**src/logic/pmse_defines.vh**
```
// constants for the pm timer and general purpose event 0 status block
`ifndef PMSE_DEFINES_VH
`define PMSE_DEFINES_VH

// offsets inside the pm1 i/o block
`define PMSE_OFS_TMR_UPPER 4'hA
`define PMSE_OFS_TMR_SPARE 4'hB
// offsets inside the event 0 i/o block
`define PMSE_OFS_EV0_STS_LO 4'h0
`define PMSE_OFS_EV0_STS_HI 4'h1
`define PMSE_OFS_EV0_EN_LO 4'h2
`define PMSE_OFS_EV0_EN_HI 4'h3

// field layout
`define PMSE_TMR_W 24
`define PMSE_TMR_UPPER_LSB 16
`define PMSE_TMR_MSB 23
`define PMSE_EV_N 7
`define PMSE_EV_SERIAL2 0
`define PMSE_EV_SERIAL1 1
`define PMSE_EV_FLOPPY 2
`define PMSE_EV_PRINTER 3
`define PMSE_EV_KEYBOARD 4
`define PMSE_EV_MOUSE 5
`define PMSE_EV_INFRARED 6

// reset values
`define PMSE_RST_BYTE 8'h00
`define PMSE_RST_TMR 24'h000000
`define PMSE_RST_EV 7'h00

// timebase: tick rate in hz and core clock rate in hz
// sized to the accumulator so no constant is cut on assignment
`define PMSE_TB_HZ 28'h0369E99
`define PMSE_CORE_HZ 28'hEE6B280
`define PMSE_TB_ACC_W 28

`endif

```
**src/logic/pmse_timebase.v**
```verilog
// fractional divider giving one-cycle ticks at the pm timer rate
`timescale 1ns/1ps
`include "pmse_defines.vh"

module pmse_timebase
(
  input wire core_clk,
  input wire nrst,
  input wire run,
  output reg tick_q
);

  localparam [`PMSE_TB_ACC_W-1:0] INC = `PMSE_TB_HZ;
  localparam [`PMSE_TB_ACC_W-1:0] MODV = `PMSE_CORE_HZ;

  reg [`PMSE_TB_ACC_W-1:0] acc_q;
  reg [`PMSE_TB_ACC_W-1:0] acc_d;
  reg tick_d;

  // phase accumulator: average rate is exact, jitter is one core cycle
  always @*
  begin
    acc_d = acc_q;
    tick_d = 1'b0;
    if (run)
    begin
      if (acc_q >= MODV - INC)
      begin
        acc_d = acc_q - (MODV - INC);
        tick_d = 1'b1;
      end
      else
      begin
        acc_d = acc_q + INC;
      end
    end
  end

  // phase is held while stopped so the rate picks up where it left
  always @(posedge core_clk)
  begin
    if (!nrst)
    begin
      acc_q <= {`PMSE_TB_ACC_W{1'b0}};
      tick_q <= 1'b0;
    end
    else
    begin
      acc_q <= acc_d;
      tick_q <= tick_d;
    end
  end

endmodule

```
**src/logic/pmse_top.v**
```verilog
// pm timer upper byte, timer flag and event 0 status with interrupt pin
`timescale 1ns/1ps
`include "pmse_defines.vh"

module pmse_top
(
  input wire core_clk,
  input wire nrst,
  input wire [15:0] pm1_base,
  input wire [15:0] ev0_base,
  input wire [15:0] io_addr,
  input wire io_rd,
  input wire io_wr,
  input wire [7:0] io_wdata,
  output reg [7:0] io_rdata_q,
  output reg io_rvalid_q,
  input wire working_state,
  input wire chip_input_clock_run,
  input wire timer_irq_enable,
  input wire timer_wrap_clear,
  output reg timer_wrap_flag_q,
  input wire [6:0] periph_irq,
  output reg system_control_interrupt_n_q,
  output wire [23:0] timer_count_value
);

  ////////////////////////////////////////////////////////////////////////
  // address decode

  wire pm1_hit;
  wire ev0_hit;
  wire [3:0] ofs;
  wire [15:0] pm1_diff;
  wire [15:0] ev0_diff;

  assign pm1_diff = io_addr - pm1_base;
  assign ev0_diff = io_addr - ev0_base;
  // pm1 block spans 16 bytes, event 0 block spans 4
  assign pm1_hit = (pm1_diff[15:4] == 12'h000);
  assign ev0_hit = (ev0_diff[15:2] == 14'h0000);
  assign ofs = pm1_hit ? pm1_diff[3:0] : ev0_diff[3:0];

  wire wr_sts_lo;
  wire wr_en_lo;

  assign wr_sts_lo = io_wr && ev0_hit &&
    (ev0_diff[3:0] == `PMSE_OFS_EV0_STS_LO);
  assign wr_en_lo = io_wr && ev0_hit &&
    (ev0_diff[3:0] == `PMSE_OFS_EV0_EN_LO);

  ////////////////////////////////////////////////////////////////////////
  // timer

  wire tick;
  reg [`PMSE_TMR_W-1:0] tmr_q;
  reg [`PMSE_TMR_W-1:0] tmr_d;
  reg msb_prev_q;

  // divider only advances while the input clock runs and system works
  pmse_timebase u_tb
  (
    .core_clk(core_clk),
    .nrst(nrst),
    .run(chip_input_clock_run && working_state),
    .tick_q(tick)
  );

  // count has no write path at all, so host writes cannot disturb it
  always @*
  begin
    tmr_d = tmr_q;
    if (tick)
      tmr_d = tmr_q + 24'h000001;
  end

  // stopped clock freezes the count; only master reset clears it
  always @(posedge core_clk)
  begin
    if (!nrst)
    begin
      tmr_q <= `PMSE_RST_TMR;
      msb_prev_q <= 1'b0;
    end
    else
    begin
      tmr_q <= tmr_d;
      msb_prev_q <= tmr_q[`PMSE_TMR_MSB];
    end
  end

  assign timer_count_value = tmr_q;

  wire msb_flip;
  assign msb_flip = tmr_q[`PMSE_TMR_MSB] ^ msb_prev_q;

  // timer flag: set wins over a clear in the same cycle
  always @(posedge core_clk)
  begin
    if (!nrst)
      timer_wrap_flag_q <= 1'b0;
    else if (msb_flip)
      timer_wrap_flag_q <= 1'b1;
    else if (timer_wrap_clear)
      timer_wrap_flag_q <= 1'b0;
  end

  ////////////////////////////////////////////////////////////////////////
  // event 0 status and enable

  reg [6:0] ev_sts_q;
  reg [6:0] ev_en_q;
  reg [6:0] irq_prev_q;
  wire [6:0] ev_set;

  // enable byte; bit 7 is reserved and not stored
  always @(posedge core_clk)
  begin
    if (!nrst)
      ev_en_q <= `PMSE_RST_EV;
    else if (wr_en_lo)
      ev_en_q <= io_wdata[6:0];
  end

  // previous request levels for edge detection
  always @(posedge core_clk)
  begin
    if (!nrst)
      irq_prev_q <= `PMSE_RST_EV;
    else
      irq_prev_q <= periph_irq;
  end

  // one sticky bit per peripheral source
  genvar gi;
  generate
    for (gi = 0; gi < `PMSE_EV_N; gi = gi + 1)
    begin : g_ev
      // a held request must not refire after clear, hence edge only
      assign ev_set[gi] = periph_irq[gi] && !irq_prev_q[gi];
      always @(posedge core_clk)
      begin
        if (!nrst)
          ev_sts_q[gi] <= 1'b0;
        else if (ev_set[gi])
          ev_sts_q[gi] <= 1'b1;
        else if (wr_sts_lo && io_wdata[gi])
          ev_sts_q[gi] <= 1'b0;
      end
    end
  endgenerate

  ////////////////////////////////////////////////////////////////////////
  // interrupt pin, active low, registered to avoid glitches

  wire ev_irq;
  wire tmr_irq;
  assign ev_irq = |(ev_sts_q & ev_en_q);
  assign tmr_irq = timer_wrap_flag_q && timer_irq_enable;

  always @(posedge core_clk)
  begin
    if (!nrst)
      system_control_interrupt_n_q <= 1'b1;
    else
      system_control_interrupt_n_q <= !(ev_irq || tmr_irq);
  end

  ////////////////////////////////////////////////////////////////////////
  // read path, data one cycle after the read strobe

  reg [7:0] rd_d;

  always @*
  begin
    rd_d = `PMSE_RST_BYTE;
    if (pm1_hit)
    begin
      case (ofs)
        `PMSE_OFS_TMR_UPPER: rd_d =
          tmr_q[`PMSE_TMR_MSB:`PMSE_TMR_UPPER_LSB];
        `PMSE_OFS_TMR_SPARE: rd_d = `PMSE_RST_BYTE;
        default: rd_d = `PMSE_RST_BYTE;
      endcase
    end
    else if (ev0_hit)
    begin
      case (ofs)
        `PMSE_OFS_EV0_STS_LO: rd_d = {1'b0, ev_sts_q};
        `PMSE_OFS_EV0_STS_HI: rd_d = `PMSE_RST_BYTE;
        `PMSE_OFS_EV0_EN_LO: rd_d = {1'b0, ev_en_q};
        default: rd_d = `PMSE_RST_BYTE;
      endcase
    end
  end

  always @(posedge core_clk)
  begin
    if (!nrst)
    begin
      io_rdata_q <= `PMSE_RST_BYTE;
      io_rvalid_q <= 1'b0;
    end
    else
    begin
      io_rvalid_q <= io_rd;
      if (io_rd)
        io_rdata_q <= rd_d;
    end
  end

endmodule

```
**config.mk**
```make
export PLATFORM = sky130hd
export DESIGN_NAME = pmse_top
export DESIGN_NICKNAME = d
export VERILOG_FILES = /design/src/logic/pmse_timebase.v /design/src/logic/pmse_top.v
export VERILOG_INCLUDE_DIRS = /design/src /design/src/logic
export SDC_FILE = /design/constraint.sdc
export NUM_CORES = 1
export LEC_CHECK = 0
export ABC_CLOCK_PERIOD_IN_PS = 3500
export BUFFER_PORTS_ARGS = -buffer_cell sky130_fd_sc_hd__buf_4
export CAP_MARGIN = 15
export CORE_MARGIN = 3
export CORE_UTILIZATION = 57
export DETAILED_ROUTE_END_ITERATION = 8
export GPL_TIMING_DRIVEN = 0
export PLACE_DENSITY = 0.88
export SLEW_MARGIN = 15
export SYNTH_ARGS = -nofsm -noshare
export SYNTH_HDL_FRONTEND = slang
export SYNTH_SLANG_ARGS = --single-unit
```
**constraint.sdc**
```tcl
create_clock -name core_clk -period 3.5 [get_ports core_clk]
set_input_delay 0.175 -clock core_clk [delete_from_list [all_inputs] [get_ports core_clk]]
set_output_delay 0.175 -clock core_clk [all_outputs]
set_load 0.1 [all_outputs]
```
==> results.md <==
- DP HPWL: 12.4 mm
- Total track usage: 0.253
- Share of Yosys cell area claimed by the top area cell type: 0.277
- Core Rows: 37
- Final hold viol count: 0
- Slew @ Worst Pin: 0.952 ns
- Antenna cell count: 0
- Hold_buf cts: 1
- CTS clk-pin slew, worst paths: 0.09 ns
- Peak VDD IR: about 0.34 mV
- Tot Pwr: roughly 2.4 mW
- CTS H-tree lvls: 3
- Synth async-reset ratio: 0
- Endpoints failing setup: 0
- TritonCTS clock tree: built
- Slew margin rel.: 0.364
- Final ANT Viol Nets: 0
- Worst-Skew Late Latency: 0.36 ns
- Status: finished clean
- Synthesized flop and latch total: 86
- Initial antenna violation count: 0
- Most frequent cells in the layout: 103 x buf_4, 86 x dfxtp_1, 76 x nand2_1, 54 x and2_1, 54 x o21ai_0
- Syn Nets: 886
- Layout cells sized above 1: 0.169
- Final worst-path cycle share: 0.914
- Largest net degree at the start of global routing: 16
- Synth Area per Inst: 7.96 um^2
- Fmax: 313 MHz
- Post-synthesis cell type count: 69
- CP arrival: approximately 3.5 ns
- Via density: ~5.9
- Clk buf depth: 2
- Vias: about 6200
- Pins over their slew limit: 0
- First-pass GRT wire length: 26.2 mm
- Final WL: approximately 16 mm
- Pwr Density: approximately 330 nW/um^2
- Fin crit period: around 3.2 ns
- Leak: 3.07 nW
- Fin util: 0.704
- Number of flops mapped to enable cells by yosys: 0
- Final Non-Filler Cells: 1037
- Ports: around 110
- Syn. warnings: 0
- Worst hold path class: input port to flop
- Crit path kind: input port to flop
- Most common cell after layout, fill and taps aside: buf_4
- Die X: between 100 and 150 um
- Max Cap Violations: 0
- Setup TNS: 0 ns
- Vias in the first global route: 5451
- Initial Util: 0.594
- Final Skew: 0.0111 ns
- RD Place Congestion: 0.980
- Wire per inst: roughly 16 um
- Initial DRC Count: between 500 and 600
- Post_cts resized: 0
- Synthesized area: 6220 um^2
- Crit. End Element: flop
- Drt drc: 0
- Postcts setup bufs: 0
- Die footprint: around 12000 um^2
- CTS sink count: 86
- Ranking of synthesized cells by area: dfxtp_1 28%, ha_1 6.4%, xnor2_1 5.6%
- Sequential share of the synthesized area: 0.277
- CTS Buf Count: 9
- Post-synth top area cell: dfxtp_1
- I/O Buffers: 103
- WP data required: between 3 and 4 ns
- Die H: 110 um
- Startpoint Class: input port
- Mapped Cells: 781
- Cells after DPL: 1020
- Core ar.: 10500 um^2
- RSZ-0062 raised after global routing: false
- Main synth FF type: dfxtp_1
- Clock root buffer: clkbuf_8
- Worst Path Max Fanout: 7
- Total global routing overflow: 0
- Area Growth Syn to Fin: 18.5%
- Final net count: 1001
- Pre-Repair DR Iteration Count: 5
[flip-flops by register name (all words and copies together), names as in the netlist, 7 cells and up]
| register | count |
|---|---|
| ev_sts_q | 7 |
| timer_count_value | 24 |
| irq_prev_q | 7 |
| u_tb.acc_q | 28 |
| ev_en_q | 7 |
| io_rdata_q | 8 |
[final timing paths]
check	startpoint	endpoint	slack (ns)	depth (start not counted)
setup / recovery	io_addr[0]	ev_sts_q[0]	0.30	14
hold / removal	periph_irq[1]	irq_prev_q[1]	0.02	2
setup reg to reg	u_tb.acc_q[13]	u_tb.acc_q[23]	0.62	9
hold reg to reg	ev_en_q[5]	ev_en_q[5]	0.48	2
[area by class of cell]
type	instances	area, um^2
flip-flops and latches	86	1720
clock buffers	9	124
plain buffers	35	159
inverters	49	184
well taps	136	170
fillers	864	3100
repair buffers	104	783
clock inverters	7	71.3
multi-input cells	611	4150
[logic make-up (layout without fill, tap and decap cells)]
kind of cell	Yosys count	count (layout)	synth area share
flops	86	86	0.277
fa+ha+maj	35	35	0.0725
mux	18	18	0.0294
simple gates	298	298	0.257
compound gates	210	210	0.239
xor+xnor	50	50	0.0705
buf+inv	84	204	0.0552
[power by group]
group / internal (mW) / total (mW) / switching [mW]
sequential: 1.01 / 1.04 / 0.0286
clock: 0.332 / 0.703 / 0.370
combinational: 0.289 / 0.676 / 0.387
[Yosys cell counts, types with 10 or more instances]
library cell / instances
o21ai_0: 54
a31oi_1: 12
clkbuf_1: 28
dfxtp_1: 86
nand3_1: 14
inv_1: 49
o22ai_1: 10
nand2_1: 76
and3_1: 14
a21boi_0: 13
a21oi_1: 31
and2_1: 54
xnor2_1: 40
nor2b_1: 16
xor2_1: 10
mux2i_1: 16
or3_1: 13
nor2_1: 40
ha_1: 32
nor3_1: 11
nand4_1: 13
nand2b_1: 16
[metrics by stage]
stage	worst slack, ns	hold WS (ns)	instance area [um^2]
global placement	-0.0227	0.384	7160
floorplan	0.617	0.297	6220
finish	0.300	0.0165	7360
CTS	0.339	0.000564	7360
detailed placement	-0.0416	0.388	7160
global route	0.0930	0.00172	7360
[per-layer routing]
layer	track usage	vias up	share of wire
met5	0	-	0
met4	0.0591	0	0.0080
met3	0.0488	15	0.083
met2	0.394	278	0.45
met1	0.361	2817	0.46
li1	-	3041	-
[worst max-delay path: stages]
cell and delay [ns]:
buf_4 0.11, inv_1 0.07, ha_1 0.16, inv_1 0.05, fa_1 0.39, a21oi_1 0.34
o21a_1 0.21, nor3b_1 0.08, a2111o_1 0.38, a2111oi_0 0.45, o2111ai_1 0.30, nand4bb_1 0.25
clkbuf_1 0.22, o221a_2 0.28
No activity file was read; power rests on OpenSTA's default activity.
